===== config.mk =====
export PLATFORM = sky130hd
export DESIGN_NAME = axs_bank
export DESIGN_NICKNAME = d
export VERILOG_FILES = /design/src/logic/axs_pkg.sv /design/src/logic/axs_bank.sv /design/src/logic/axs_edge_det.sv
export VERILOG_INCLUDE_DIRS = /design/src /design/src/logic
export SDC_FILE = /design/constraint.sdc
export NUM_CORES = 1
export LEC_CHECK = 0
export ABC_AREA = 1
export BUFFER_PORTS_ARGS = -buffer_cell sky130_fd_sc_hd__buf_2
export CAP_MARGIN = 30
export CORE_MARGIN = 2
export CORE_UTILIZATION = 35
export DETAILED_ROUTE_END_ITERATION = 10
export GPL_TIMING_DRIVEN = 0
export PLACE_DENSITY = 0.75
export SKIP_CTS_REPAIR_TIMING = 1
export SLEW_MARGIN = 0
export SYNTH_ARGS = -nofsm -noshare
export SYNTH_HDL_FRONTEND = slang
export SYNTH_SLANG_ARGS = --single-unit

===== constraint.sdc =====
create_clock -name i_clk -period 2.1 [get_ports i_clk]
set_clock_uncertainty 0.05 [all_clocks]
set_input_delay 0.63 -clock i_clk [delete_from_list [all_inputs] [get_ports i_clk]]
set_output_delay 0.63 -clock i_clk [all_outputs]
set_load 0.01 [all_outputs]

===== src/logic/axs_defs.svh =====
// Register offsets, field positions and reset values for the aux irq / error bank.
// Assumes inclusion by the bank module only.
`ifndef AXS_DEFS_SVH
`define AXS_DEFS_SVH
`define AXS_AUX_IRQ_ADDR 6'h05
`define AXS_ERROR_ADDR 6'h06
`define AXS_SET_SEL_BIT 7
`define AXS_EDGE_IRQ_BIT 4
`define AXS_CRC_IRQ_BIT 2
`define AXS_WR_VIOL_BIT 7
`define AXS_HEAT_BIT 6
`define AXS_OVFL_BIT 4
`define AXS_COLL_BIT 3
`define AXS_CRC_ERR_BIT 2
`define AXS_PAR_BIT 1
`define AXS_SOF_BIT 0
`define AXS_AUX_RST 8'h00
`define AXS_ERR_RST 8'h00
`define AXS_AUX_MASK 8'h14
`define AXS_RX_CLR_MASK 8'h0F
`define AXS_ERR_RSVD_BIT 5
`endif


===== src/logic/axs_pkg.sv =====
// Types shared by the aux irq / error bank.
// Assumes nothing of its surroundings.
package axs_pkg;
  typedef enum logic [1:0] {AXS_RATE_106, AXS_RATE_212, AXS_RATE_424, AXS_RATE_848} axs_rate_t;
endpackage : axs_pkg


===== src/logic/axs_bank.sv =====
// Auxiliary interrupt flags and error flags of the reader front end.
// Assumes register strobes and error event pulses from same-clock logic.
// Contract
// - Write with bit 7 high sets marked flags; bit 7 low clears them.
// - Any edge on the serial input sets the serial edge flag.
// - CRC calculate done with all data processed sets CRC done flag.
// - Aux flags stay set until software clears them.
// - Host FIFO write during authenticate or reply window flags violation.
// - Overheat sets its flag and switches antenna drivers off.
// - Any write into full FIFO sets overflow error.
// - Collision flag sets on collision, clears at rx start, zero above 106.
// - CRC error sets on failed check when enabled, clears at rx start.
// - Parity error sets on failure at 106, clears at rx start.
// - Frame start error sets on bad SOF at 106, clears at rx start.
// - During authenticate a wrong byte count sets frame start error.
// - Command start clears all errors except overheat.
// - Software writes never touch the overheat flag.
// - Error flags show status of the most recent command.
// - Summary error irq is high while any error flag is set.
// - CRC and edge flags reach the irq only when enabled.
`timescale 1ns/1ps
`include "axs_defs.svh"
module axs_bank (
  // Clock and reset
  input wire logic i_clk,
  input wire logic i_sys_rst,
  // Register port
  input wire logic i_reg_wr,
  input wire logic i_reg_rd,
  input wire logic [5:0] i_reg_addr,
  input wire logic [7:0] i_reg_wdata,
  output logic [7:0] o_reg_rdata,
  output logic o_reg_hit,
  // Interrupt enables from the enable register
  input wire logic i_crc_done_irq_enable,
  input wire logic i_serial_in_edge_irq_enable,
  // Pin
  input wire logic i_contactless_serial_input,
  // Command and receiver context
  input wire logic i_cmd_start,
  input wire logic i_card_authenticate_command,
  input wire logic i_crc_calculate_command,
  input wire logic i_crc_all_processed,
  input wire logic i_rx_startup,
  input wire logic i_reply_window,
  input wire axs_pkg::axs_rate_t i_rate,
  input wire logic i_rx_crc_check_enable,
  // Error events
  input wire logic i_host_fifo_wr,
  input wire logic i_fifo_full,
  input wire logic i_int_fifo_wr,
  input wire logic i_overheat,
  input wire logic i_collision,
  input wire logic i_crc_fail,
  input wire logic i_parity_fail,
  input wire logic i_sof_bad,
  input wire logic i_auth_len_bad,
  // Status out
  output logic [7:0] o_aux_interrupt_flags,
  output logic [7:0] o_error_flags,
  output logic o_summary_error_irq,
  output logic o_aux_irq,
  output logic o_antenna_off
);
  logic [7:0] aux_r;
  logic [7:0] aux_nxt;
  logic [7:0] err_r;
  logic [7:0] err_nxt;
  logic [7:0] hw_set;
  logic serial_edge;
  logic aux_wr;
  logic low_rate;

  // Shared address decode for read and write
  function automatic logic addr_is(input logic [5:0] a, input logic [5:0] r);
    addr_is = (a == r);
  endfunction : addr_is

  axs_edge_det i_axs_edge_det (
    .i_clk(i_clk),
    .i_sys_rst(i_sys_rst),
    .i_pin(i_contactless_serial_input),
    .o_edge(serial_edge)
  );

  assign aux_wr = i_reg_wr && addr_is(i_reg_addr, `AXS_AUX_IRQ_ADDR);
  assign low_rate = (i_rate == axs_pkg::AXS_RATE_106);

  // Aux flag next value: software edit first, hardware set wins afterwards
  always_comb begin
    aux_nxt = aux_r;
    if (aux_wr) begin
      if (i_reg_wdata[`AXS_SET_SEL_BIT]) begin
        aux_nxt = aux_r | (i_reg_wdata & `AXS_AUX_MASK);
      end else begin
        aux_nxt = aux_r & ~(i_reg_wdata & `AXS_AUX_MASK);
      end
    end
    if (serial_edge) begin
      aux_nxt[`AXS_EDGE_IRQ_BIT] = 1'b1;
    end
    if (i_crc_calculate_command && i_crc_all_processed) begin
      aux_nxt[`AXS_CRC_IRQ_BIT] = 1'b1;
    end
  end

  // Aux flags only change by software or by their set events
  always_ff @(posedge i_clk) begin
    if (i_sys_rst) begin
      aux_r <= `AXS_AUX_RST;
    end else begin
      aux_r <= aux_nxt;
    end
  end

  // Error set terms, each but overheat gated by its validity condition
  always_comb begin
    hw_set = 8'h00;
    hw_set[`AXS_WR_VIOL_BIT] = i_host_fifo_wr
      && (i_card_authenticate_command || i_reply_window);
    hw_set[`AXS_HEAT_BIT] = i_overheat;
    hw_set[`AXS_OVFL_BIT] = i_fifo_full && (i_host_fifo_wr || i_int_fifo_wr);
    hw_set[`AXS_COLL_BIT] = i_collision && low_rate;
    hw_set[`AXS_CRC_ERR_BIT] = i_crc_fail && i_rx_crc_check_enable;
    hw_set[`AXS_PAR_BIT] = i_parity_fail && low_rate;
    hw_set[`AXS_SOF_BIT] = (i_sof_bad && low_rate)
      || (i_auth_len_bad && i_card_authenticate_command);
  end

  // Clears first (command start, receiver start-up), then sets win
  always_comb begin
    err_nxt = err_r;
    if (i_cmd_start) begin
      err_nxt = err_r & (8'h01 << `AXS_HEAT_BIT);
    end
    if (i_rx_startup) begin
      err_nxt[`AXS_COLL_BIT] = 1'b0;
      err_nxt[`AXS_CRC_ERR_BIT] = 1'b0;
      err_nxt[`AXS_PAR_BIT] = 1'b0;
      err_nxt[`AXS_SOF_BIT] = 1'b0;
    end
    if (!low_rate) begin
      err_nxt[`AXS_COLL_BIT] = 1'b0;
    end
    err_nxt = err_nxt | hw_set;
    err_nxt[`AXS_ERR_RSVD_BIT] = 1'b0; // Reserved position always reads zero
  end

  // Error register has no write path, so overheat is immune to software
  always_ff @(posedge i_clk) begin
    if (i_sys_rst) begin
      err_r <= `AXS_ERR_RST;
    end else begin
      err_r <= err_nxt;
    end
  end

  // Antenna shutdown follows the overheat flag
  always_ff @(posedge i_clk) begin
    if (i_sys_rst) begin
      o_antenna_off <= 1'b0;
    end else begin
      o_antenna_off <= err_nxt[`AXS_HEAT_BIT];
    end
  end

  // Read data registered; unmapped addresses read zero
  always_ff @(posedge i_clk) begin
    if (i_sys_rst) begin
      o_reg_rdata <= 8'h00;
    end else if (i_reg_rd) begin
      if (addr_is(i_reg_addr, `AXS_AUX_IRQ_ADDR)) begin
        o_reg_rdata <= aux_r;
      end else if (addr_is(i_reg_addr, `AXS_ERROR_ADDR)) begin
        o_reg_rdata <= err_r;
      end else begin
        o_reg_rdata <= 8'h00;
      end
    end
  end

  assign o_reg_hit = addr_is(i_reg_addr, `AXS_AUX_IRQ_ADDR)
    || addr_is(i_reg_addr, `AXS_ERROR_ADDR);
  assign o_aux_interrupt_flags = aux_r;
  assign o_error_flags = err_r;
  // Summary level for the primary interrupt register
  assign o_summary_error_irq = |err_r;
  // Gated request for the interrupt pin logic
  assign o_aux_irq = (aux_r[`AXS_CRC_IRQ_BIT] && i_crc_done_irq_enable)
    || (aux_r[`AXS_EDGE_IRQ_BIT] && i_serial_in_edge_irq_enable);

  // Set byte sets the marked flag on the next edge
  property p_aux_set;
    @(posedge i_clk) disable iff (i_sys_rst)
    aux_wr && i_reg_wdata[7] && i_reg_wdata[2] |=> aux_r[2];
  endproperty
  a_aux_set: assert property (p_aux_set) else $error("aux set failed");

  // Clear byte clears unless an event lands in the same cycle
  property p_aux_clr;
    @(posedge i_clk) disable iff (i_sys_rst)
    aux_wr && !i_reg_wdata[7] && i_reg_wdata[4] && !serial_edge |=> !aux_r[4];
  endproperty
  a_aux_clr: assert property (p_aux_clr) else $error("aux clear failed");

  property p_aux_keep;
    @(posedge i_clk) disable iff (i_sys_rst)
    aux_wr && !i_reg_wdata[2] && !(i_crc_calculate_command && i_crc_all_processed)
      |=> aux_r[2] == $past(aux_r[2]);
  endproperty
  a_aux_keep: assert property (p_aux_keep) else $error("unmarked flag changed");

  property p_edge;
    @(posedge i_clk) disable iff (i_sys_rst)
    $changed(i_contactless_serial_input) |-> ##[3:4] aux_r[4];
  endproperty
  a_edge: assert property (p_edge) else $error("edge flag missing");

  property p_crc_done;
    @(posedge i_clk) disable iff (i_sys_rst)
    i_crc_calculate_command && i_crc_all_processed |=> aux_r[2];
  endproperty
  a_crc_done: assert property (p_crc_done) else $error("crc done flag missing");

  property p_sticky;
    @(posedge i_clk) disable iff (i_sys_rst)
    aux_r[4] && !aux_wr |=> aux_r[4];
  endproperty
  a_sticky: assert property (p_sticky) else $error("aux flag dropped");

  property p_cmd_clear;
    @(posedge i_clk) disable iff (i_sys_rst)
    i_cmd_start && hw_set == 8'h00 |=> (err_r & 8'hBF) == 8'h00;
  endproperty
  a_cmd_clear: assert property (p_cmd_clear) else $error("command start left errors");

  property p_heat_keep;
    @(posedge i_clk) disable iff (i_sys_rst)
    err_r[6] |=> err_r[6];
  endproperty
  a_heat_keep: assert property (p_heat_keep) else $error("overheat flag cleared");

  // Checked on the next edge, so a command start right behind the event cannot trip it
  property p_ovfl;
    @(posedge i_clk) disable iff (i_sys_rst)
    i_fifo_full && (i_host_fifo_wr || i_int_fifo_wr)
      |=> err_r[`AXS_OVFL_BIT] && o_summary_error_irq;
  endproperty
  a_ovfl: assert property (p_ovfl) else $error("overflow not flagged");

  property p_coll_rate;
    @(posedge i_clk) disable iff (i_sys_rst)
    !low_rate |=> !err_r[3];
  endproperty
  a_coll_rate: assert property (p_coll_rate) else $error("collision at high rate");

  // Set byte also sets the serial edge flag
  property p_aux_set_edge;
    @(posedge i_clk) disable iff (i_sys_rst)
    aux_wr && i_reg_wdata[`AXS_SET_SEL_BIT] && i_reg_wdata[`AXS_EDGE_IRQ_BIT]
      |=> aux_r[`AXS_EDGE_IRQ_BIT];
  endproperty
  a_aux_set_edge: assert property (p_aux_set_edge) else $error("edge set failed");

  // Clear byte drops the CRC flag unless the CRC event lands in the same cycle
  property p_aux_clr_crc;
    @(posedge i_clk) disable iff (i_sys_rst)
    aux_wr && !i_reg_wdata[`AXS_SET_SEL_BIT] && i_reg_wdata[`AXS_CRC_IRQ_BIT]
      && !(i_crc_calculate_command && i_crc_all_processed) |=> !aux_r[`AXS_CRC_IRQ_BIT];
  endproperty
  a_aux_clr_crc: assert property (p_aux_clr_crc) else $error("crc clear failed");

  // Reserved aux positions can never be written to one
  property p_aux_rsvd;
    @(posedge i_clk) disable iff (i_sys_rst)
    (aux_r & ~`AXS_AUX_MASK) == 8'h00;
  endproperty
  a_aux_rsvd: assert property (p_aux_rsvd) else $error("reserved aux bit set");

  // CRC done flag is sticky as well
  property p_sticky_crc;
    @(posedge i_clk) disable iff (i_sys_rst)
    aux_r[`AXS_CRC_IRQ_BIT] && !aux_wr |=> aux_r[`AXS_CRC_IRQ_BIT];
  endproperty
  a_sticky_crc: assert property (p_sticky_crc) else $error("crc flag dropped");

  // Host FIFO write in a locked window raises the violation flag
  property p_wr_viol;
    @(posedge i_clk) disable iff (i_sys_rst)
    i_host_fifo_wr && (i_card_authenticate_command || i_reply_window)
      |=> err_r[`AXS_WR_VIOL_BIT];
  endproperty
  a_wr_viol: assert property (p_wr_viol) else $error("write violation missing");

  // Overheat sets its flag and the antenna shutdown together
  property p_heat_set;
    @(posedge i_clk) disable iff (i_sys_rst)
    i_overheat |=> err_r[`AXS_HEAT_BIT] && o_antenna_off;
  endproperty
  a_heat_set: assert property (p_heat_set) else $error("overheat not acted on");

  // Receiver start-up with no new event leaves the four receive errors clear
  property p_rx_clear;
    @(posedge i_clk) disable iff (i_sys_rst)
    i_rx_startup && (hw_set & `AXS_RX_CLR_MASK) == 8'h00
      |=> (err_r & `AXS_RX_CLR_MASK) == 8'h00;
  endproperty
  a_rx_clear: assert property (p_rx_clear) else $error("rx errors kept");

  // Enabled CRC check failure flags an error
  property p_crc_err;
    @(posedge i_clk) disable iff (i_sys_rst)
    i_crc_fail && i_rx_crc_check_enable |=> err_r[`AXS_CRC_ERR_BIT];
  endproperty
  a_crc_err: assert property (p_crc_err) else $error("crc error missing");

  // Parity failure at the lowest rate flags an error
  property p_par;
    @(posedge i_clk) disable iff (i_sys_rst)
    i_parity_fail && low_rate |=> err_r[`AXS_PAR_BIT];
  endproperty
  a_par: assert property (p_par) else $error("parity error missing");

  // Bad start of frame at the lowest rate flags an error
  property p_sof;
    @(posedge i_clk) disable iff (i_sys_rst)
    i_sof_bad && low_rate |=> err_r[`AXS_SOF_BIT];
  endproperty
  a_sof: assert property (p_sof) else $error("frame start error missing");

  // Wrong byte count while authenticating flags a frame-start error at any rate
  property p_auth_len;
    @(posedge i_clk) disable iff (i_sys_rst)
    i_auth_len_bad && i_card_authenticate_command |=> err_r[`AXS_SOF_BIT];
  endproperty
  a_auth_len: assert property (p_auth_len) else $error("auth length error missing");

  // Overheat flag only rises on a sensor event, never on a register write
  property p_heat_src;
    @(posedge i_clk) disable iff (i_sys_rst)
    !err_r[`AXS_HEAT_BIT] && !i_overheat |=> !err_r[`AXS_HEAT_BIT];
  endproperty
  a_heat_src: assert property (p_heat_src) else $error("overheat set without event");

  // Summary line tracks the error byte in the same cycle
  property p_summary;
    @(posedge i_clk) disable iff (i_sys_rst)
    o_summary_error_irq == (err_r != 8'h00);
  endproperty
  a_summary: assert property (p_summary) else $error("summary irq wrong");

  // With both enables low the aux request stays quiet whatever the flags
  property p_aux_irq;
    @(posedge i_clk) disable iff (i_sys_rst)
    !i_crc_done_irq_enable && !i_serial_in_edge_irq_enable |-> !o_aux_irq;
  endproperty
  a_aux_irq: assert property (p_aux_irq) else $error("aux irq not gated");
endmodule : axs_bank


===== src/logic/axs_edge_det.sv =====
// Two-flop synchroniser and both-edge detector for the serial input pin.
// Assumes an asynchronous pin input and a single system clock.
`timescale 1ns/1ps
module axs_edge_det (
  // Clock and reset
  input wire logic i_clk,
  input wire logic i_sys_rst,
  // Pin and event
  input wire logic i_pin,
  output logic o_edge
);
  logic meta_r;
  logic sync_r;
  logic last_r;

  // First flop feeds only the second, to keep metastability off the logic
  always_ff @(posedge i_clk) begin
    if (i_sys_rst) begin
      meta_r <= 1'b0;
      sync_r <= 1'b0;
      last_r <= 1'b0;
    end else begin
      meta_r <= i_pin;
      sync_r <= meta_r;
      last_r <= sync_r;
    end
  end

  // Either direction of change counts
  assign o_edge = sync_r ^ last_r;
endmodule : axs_edge_det


# Word-level counts from Yosys, hierarchy flattened
# Cells that the tools add are included.
# word_totals
romBits	0
input_bits	39
n_memories	0
ram_bits	0
out_inout_bits	28
word_cells	46
latch_bits	0
ff_bits	28
# classes
bitwise_logic	5
n_div	0
n_eq_ne	2
muxes	9
addsub	0
mul	0
shift	0
n_reduce_logical	20
magnitude_cmp	0
# op_table
op	n
8-bit two-way mux	4
6-bit by 3-bit == test with 1-bit output (second input constant)	2
1-bit logical AND	11
8-bit bitwise AND	1
5-bit inverter with 8-bit output	1
8-bit by 5-bit OR with 8-bit output	1
8-bit OR	1
8-bit OR reduction	1
1-bit logical OR	5
5-bit two-way mux	1
4-bit two-way mux	1
2-bit nonzero test	2
1-bit two-way mux	3
2-bit zero test	1
1-bit bitwise XOR	1

# Depth between registers and ports, before layout
# Gate-level depths: netlist of run 1.
# logic_depth
ltp_word	5
mapped_depth	7
ltp_nobuf	7

# Modules after synthesis
# From an unflattened synthesis of run 1, not the netlist that was laid out.
# unflattened
hier_cells	132
hier_area_um2	940.9
# modules_own_cells
module	cells_each	n_inst	seq_area_each_um2	area_per_inst_um2
axs_bank	119	1	320.3	843.3
axs_edge_det	13	1	60.1	97.6

# Least setup slack after synthesis of run 1
# Ideal clock, no wire load.
# synth_path
path_kind	input to output
startpoint	in i_reg_addr[0]
endpoint	out o_reg_hit
arrival_time_ns	1.055
t_required_ns	1.420
stages	4
slack_ns	0.365
path_buffers	0
path_cell_list	inv_2 -> nor2_2 -> nand2_1 -> o21ai_1
# synth_between
elab_chain_len	2
word_cells_on_any_way	3
classes_between	2 x eq/ne; 1 x reduce/logical
# synth_rtl
element	line	source
start: declaration	axs_bank.sv:30	input wire logic [5:0] i_reg_addr,
6-bit by 3-bit == test with 1-bit output	axs_bank.sv:76	addr_is = (a == r);
1-bit logical OR (*)	axs_bank.sv:182	assign o_reg_hit = addr_is(i_reg_addr, `AXS_AUX_IRQ_ADDR)
end: declaration	axs_bank.sv:33	output logic o_reg_hit,
# Mark *: on every way between the ends. The rest lies on a longest branch, timed or not.

# Worst setup path after layout of run 1
# layout_path
startpoint	in i_reg_addr[1]
endpoint	out o_reg_hit
# The elaborated chain is that of the path after synthesis.

==> out/qor.csv, run 1 <==
stage,metric,value,unit
clock_tree,clk_path_buf_depth,2,
floorplan,die_area,0.003231,mm2
drt,ant_nets,0,
critical_path,crit_path_end_kind,primary output,
pwr,clockPowerShare,0.257,
clock_tree,cts_buffers,3,
grt,grt_max_degree,11,
sta,finalSetupTns,0,ns
drt,routed_wl,1991,um
grt,track_usage,0.1367,
critical_path,worstPathArrival,1.25,ns
placed_design,port_buffers,52,
pwr,internal_power,0.5080,mW
sta,finalSetupViolCount,0,
floorplan,die_x,56.84,um
floorplan,rows,19,
pwr,swShare,0.2650,
pwr,power.switching,0.1832,mW
critical_path,r2r-end,o_aux_interrupt_flags[4],
critical_path,worst-path-buf-inv,2,
final_layout,drive_gt1_frac,0.4490,
clock_tree,htree_levels,1,
grt,antenna_found_initial,0,
pwr,seq_power_share,0.555,
critical_path,slowest_delay,0.18,ns
grt,overflow,0,
hold_path,hp-class,reg2reg,
floorplan,initial_utilization,0.3606,
synthesis,synth_area,977.2,um2
final_layout,layout_commonest_cell,buf_2,
final_layout,antenna_cells,0,
sta,rsz0062_at_grt,false,
outcome,status,"complete, no violations",
synthesis,postSynthCellCount,133,
critical_path,r2r_cells,3,
critical_path,cp-start-kind,input port,
final_layout,syn_to_final_growth,35.98,%
drt,drc,0,
drt,drt-initial-drc-count,13,
critical_path,cp_slowest_cell,nor2_2,
sta,max_freq,519.4,MHz
clock_tree,cts_num_sinks,19,
drt,viasPerCell,4.304,
placed_design,dp_hpwl,1683,um
floorplan,die_y,56.84,um
pwr,p_leak,0.6950,nW
final_layout,layout.cells.most_common_list,"54 x buf_2, 27 x nand2_1, 19 x dfxtp_1",
clock_tree,path_clk_slew,0.10,ns
critical_path,reg2reg_from,i_axs_edge_det.sync_r,
hold_path,whs_path_depth,2,
pwr,irDropWorstVdd,0.3537,mV
sta,hold_viol,0,
critical_path,path_delay_family,simple AND/OR/NAND/NOR gates,
final_layout,nNetsFinal,236,
hold_path,hold_start,i_axs_edge_det.meta_r,
pwr,combPwrFrac,0.188,
clock_tree,cts_tree,done,
critical_path,crit_chain,buf_2 > nor2_2 > nand2_1 > o21ai_1 > buf_2,
critical_path,cpMostUsedCell,buf_2,
synthesis,yosysSeqAreaShare,0.3892,
hold_path,holdPathEnd,i_axs_edge_det.sync_r,
synthesis,syn_area_per_cell,7.347,um2
sta,fin_crit,1.925,ns
clock_tree,root_buffer,clkbuf_4,
synthesis,yosys-top-cells-area,"dfxtp_1 39%, nand2_1 10%, buf_4 6.9%, a21oi_2 6.3%, inv_1 5.8%",
synthesis,synthDistinctLibCells,25,
clock_tree,clock_latency,0.29,ns
run,maxCapViolCount,0,
critical_path,ff2ff_setup_slack,1.19,ns
synthesis,ys_warn_count,0,
synthesis,yosysTopAreaCellShare,0.3892,
floorplan,io_pins,67,
final_layout,fin_area,0.001329,mm2
critical_path,cp.required,1.42,ns
drt,drt-wirelength-per-cell,8.771,um
synthesis,synth_top_area_cell,dfxtp_1,
drt,firstDrtPassIters,4,
placed_design,place_congestion,0.7450,
synthesis,synth-seq-cells,19,
sta,drv_slew,0,
drt,num_vias,977,
grt,grt_pass1_vias,872,
placed_design,placed_cell_area,0.001303,mm2
critical_path,path_class,in2out,
grt,grt_pass1_wl,3560,um
sta,min_period_over_period,0.9168,
floorplan,fp.coreArea,0.002710,mm2
critical_path,cp_max_fo,4,
pwr,p_per_area,520.2,mW/mm2
through the flow:
step                      utilization  setup WS [ns]  total power, mW  hold WS, ns  instances
after CTS                      0.4903         0.1653           0.6999       0.3654        227
after floorplan                     -         0.3649           0.4668       0.3383        140
after global routing           0.4903         0.1103           0.7352       0.3751        227
after global placement         0.4806         0.1733           0.5217       0.3395        223
after detailed placement       0.4806         0.1650           0.5235       0.3485        223
final                          0.4903         0.1748           0.6912       0.3618        227
worst reg2reg max path: stages (launching register included):
cell     delay (ns)
dfxtp_1        0.33
xnor2_1        0.21
nand3_1        0.13
a21oi_2        0.13
area by class of cell:
| class | instances | area, um2 |
|---|---|---|
| sequential | 19 | 380.4 |
| timing repair buffer | 52 | 260.3 |
| fill | 301 | 1381 |
| clock buffer | 4 | 26.28 |
| tap | 31 | 38.79 |
| multi-input combinational | 92 | 476.7 |
| inverter | 18 | 68.82 |
| buffer | 11 | 77.57 |
synth_stat cells, drive strengths merged:
cell type  instances
dfxtp             19
o31ai              1
nand4              3
o211ai             2
nand3              8
conb               1
nor2              18
o21ai              4
a21oi             10
nor4               1
xnor2              1
clkinv             1
a22o               1
inv               17
buf               11
nand2             34
nor3               1
state kept, by name, summed over array words and instances (netlist names):
name,cells
o_reg_rdata,7
i_axs_edge_det.meta_r,1
o_error_flags,7
i_axs_edge_det.sync_r,1
i_axs_edge_det.last_r,1
o_aux_interrupt_flags,2
kinds of logic after synthesis:
logic type             after synthesis  synth area share
AND/OR/NAND/NOR                     65            0.3175
AO/OA/AOI/OAI                       18            0.1306
XOR/XNOR                             1          0.008965
flip-flops                          19            0.3892
other                                1          0.003838
buffers and inverters               29            0.1498
metal layers:
layer,vias up,routed length (um),share of wire,GRT usage
met2,32,907,0.46,0.2126
met3,2,152,0.076,0.03226
met1,416,917,0.46,0.1839
li1,527,-,-,-
met4,0,13,0.0065,0.04983
met5,-,0,0,0
power groups by stage:
stage | sequential, mW | clock, mW | combinational (mW)
after floorplan | 0.395 | 0 | 0.0718
after global placement | 0.392 | 0 | 0.130
after detailed placement | 0.393 | 0 | 0.131
after CTS | 0.384 | 0.184 | 0.131
after global routing | 0.387 | 0.201 | 0.148
final | 0.384 | 0.177 | 0.130
worst max path at each step:
| stage | start | endpoint | slack, ns | cells after the start |
|---|---|---|---|---|
| 2_1_floorplan | i_reg_addr[0] | o_reg_hit | 0.36 | 4 |
| 3_3_place_gp | i_reg_addr[1] | o_reg_hit | 0.17 | 5 |
| 3_5_place_dp | i_reg_addr[1] | o_reg_hit | 0.16 | 5 |
| 4_1_cts | i_reg_addr[1] | o_reg_hit | 0.17 | 5 |
| 5_1_grt | i_reg_addr[1] | o_reg_hit | 0.11 | 5 |
| 6_report | i_reg_addr[1] | o_reg_hit | 0.17 | 5 |
Note: power is estimated with default switching activity, not from simulation.
==> run 2: changes to the inputs <==
CTS_BUF_LIST = sky130_fd_sc_hd__clkbuf_16   (was default)
==> run 2 against run 1 <==
  * Sequential share of layout area shrank 1.1 points
  * Register-to-register slack is essentially flat
  * Critical path type unchanged
  * Largest power group unchanged
  * Die area is the same
  * Total power grew 29%
  * Clock-buffer cell count shrank 1
  * Highest routed layer unchanged
  * Worst setup slack is the same
  * Fmax is the same
  * First-iteration DRC count is the same
==> out/qor.csv, run 2 (synthesis gave the netlist of run 1 again) <==
stage,metric,value,unit
grt,grt_max_degree,11,
final_layout,finalNonFillerCells,227,
clock_tree,htree_levels,1,
clock_tree,cts_num_sinks,19,
floorplan,die_x,56.84,um
critical_path,cp-start-kind,input port,
critical_path,ff2ff_setup_slack,1.20,ns
final_layout,syn_to_final_growth,41.36,%
sta,min_period_over_period,0.9168,
grt,antenna_found_initial,0,
floorplan,fp.coreArea,0.002710,mm2
grt,grt_pass1_wl,3608,um
sta,drv_slew,0,
critical_path,r2r-end,o_aux_interrupt_flags[4],
drt,routed_wl,2039,um
final_layout,antenna_cells,0,
critical_path,r2r_cells,3,
placed_design,port_buffers,52,
placed_design,place_congestion,0.7450,
sta,finalSetupViolCount,0,
floorplan,die_area,0.003231,mm2
grt,overflow,0,
pwr,p_leak,0.7223,nW
drt,num_vias,1004,
sta,hold_viol,0,
final_layout,drive_gt1_frac,0.4490,
clock_tree,clk_path_buf_depth,2,
critical_path,cp_max_fo,4,
critical_path,reg2reg_from,i_axs_edge_det.sync_r,
drt,ant_nets,0,
pwr,p_per_area,645.8,mW/mm2
outcome,status,"complete, no violations",
clock_tree,clock_latency,0.25,ns
floorplan,rows,19,
hold_path,whs_path_depth,2,
grt,grt_pass1_vias,874,
floorplan,die_y,56.84,um
clock_tree,cts_tree,done,
critical_path,cp.required,1.42,ns
final_layout,layout_commonest_cell,buf_2,
hold_path,hold_start,i_axs_edge_det.meta_r,
pwr,irDropWorstVdd,0.4502,mV
critical_path,path_class,in2out,
floorplan,io_pins,67,
final_layout,n_fill_cell,293,
run,maxCapViolCount,0,
placed_design,dp_cells,223,
hold_path,holdPathEnd,i_axs_edge_det.sync_r,
sta,fin_crit,1.925,ns
drt,drt-initial-drc-count,13,
floorplan,initial_utilization,0.3606,
drt,viasPerCell,4.423,
sta,max_freq,519.4,MHz
critical_path,worstPathArrival,1.25,ns
clock_tree,root_buffer,clkbuf_16,
clock_tree,path_clk_slew,0.05,ns
hold_path,hp-class,reg2reg,
grt,track_usage,0.1390,
clock_tree,cts_buffers,3,
sta,rsz0062_at_grt,false,
critical_path,crit_path_end_kind,primary output,
drt,drc,0,
sta,finalSetupTns,0,ns
drt,firstDrtPassIters,4,
final_layout,nNetsFinal,236,
drt,drt-wirelength-per-cell,8.982,um
final_layout,layout.cells.most_common_list,"54 x buf_2, 27 x nand2_1, 19 x dfxtp_1",
placed_design,dp_hpwl,1683,um
-- run 2: changes by cell type in the layout (fill, tap and decap cells not counted) --
cell	previous run	this run
inv_1	15	16
clkbuf_4	3	0
clkbuf_1	1	0
clkbuf_16	0	3
-- run 2: metal layers --
| layer | vias to the layer above | global-route usage | wire, um |
|---|---|---|---|
| met3 | 4 | 0.03226 | 146 |
| li1 | 531 | - | - |
| met2 | 36 | 0.2176 | 944 |
| met4 | 0 | 0.05980 | 36 |
| met1 | 433 | 0.1825 | 913 |
| met5 | - | 0 | 0 |
-- run 2: worst max-delay path by stage --
stage | cells after the start | slack (ns) | startpoint | to
2_1_floorplan | 4 | 0.36 | i_reg_addr[0] | o_reg_hit
3_3_place_gp | 5 | 0.17 | i_reg_addr[1] | o_reg_hit
3_5_place_dp | 5 | 0.16 | i_reg_addr[1] | o_reg_hit
4_1_cts | 5 | 0.17 | i_reg_addr[1] | o_reg_hit
5_1_grt | 5 | 0.11 | i_reg_addr[1] | o_reg_hit
6_report | 5 | 0.17 | i_reg_addr[1] | o_reg_hit
-- run 2: layout make-up --
cell class	instances	area (um2)	area share
Timing Repair Buffer	52	260.3	0.1884
Clock buffer	3	75.07	0.05435
Buffer	11	77.57	0.05616
Inverter	18	68.82	0.04982
Clock inverter	1	3.754	0.002717
Multi-Input combinational cell	92	476.7	0.3451
Sequential cell	19	380.4	0.2754
Tap cell	31	38.79	0.02808
-- run 2: power by group --
part	leakage [nW]	total, mW	internal, mW	switching (mW)
clock network	0.0423	0.377	0.253	0.124
logic	0.525	0.130	0.0621	0.0682
registers	0.155	0.385	0.373	0.0119
total	0.722	0.892	0.688	0.204
-- run 2: critical path: stages --
cell,delay [ns]
buf_2,0.11
nor2_2,0.18
nand2_1,0.08
o21ai_1,0.11
buf_2,0.14
-- run 2: through the flow --
step	power [mW]	cell area (um2)	util	worst slack, ns	hold slack, ns
final	0.8920	1381	0.5097	0.1748	0.3550
after global placement	0.5217	1303	0.4806	0.1733	0.3395
after global routing	0.9397	1381	0.5097	0.1103	0.3658
after floorplan	0.4668	1003	-	0.3649	0.3383
after CTS	0.8993	1381	0.5097	0.1653	0.3578
after detailed placement	0.5235	1303	0.4806	0.1650	0.3485
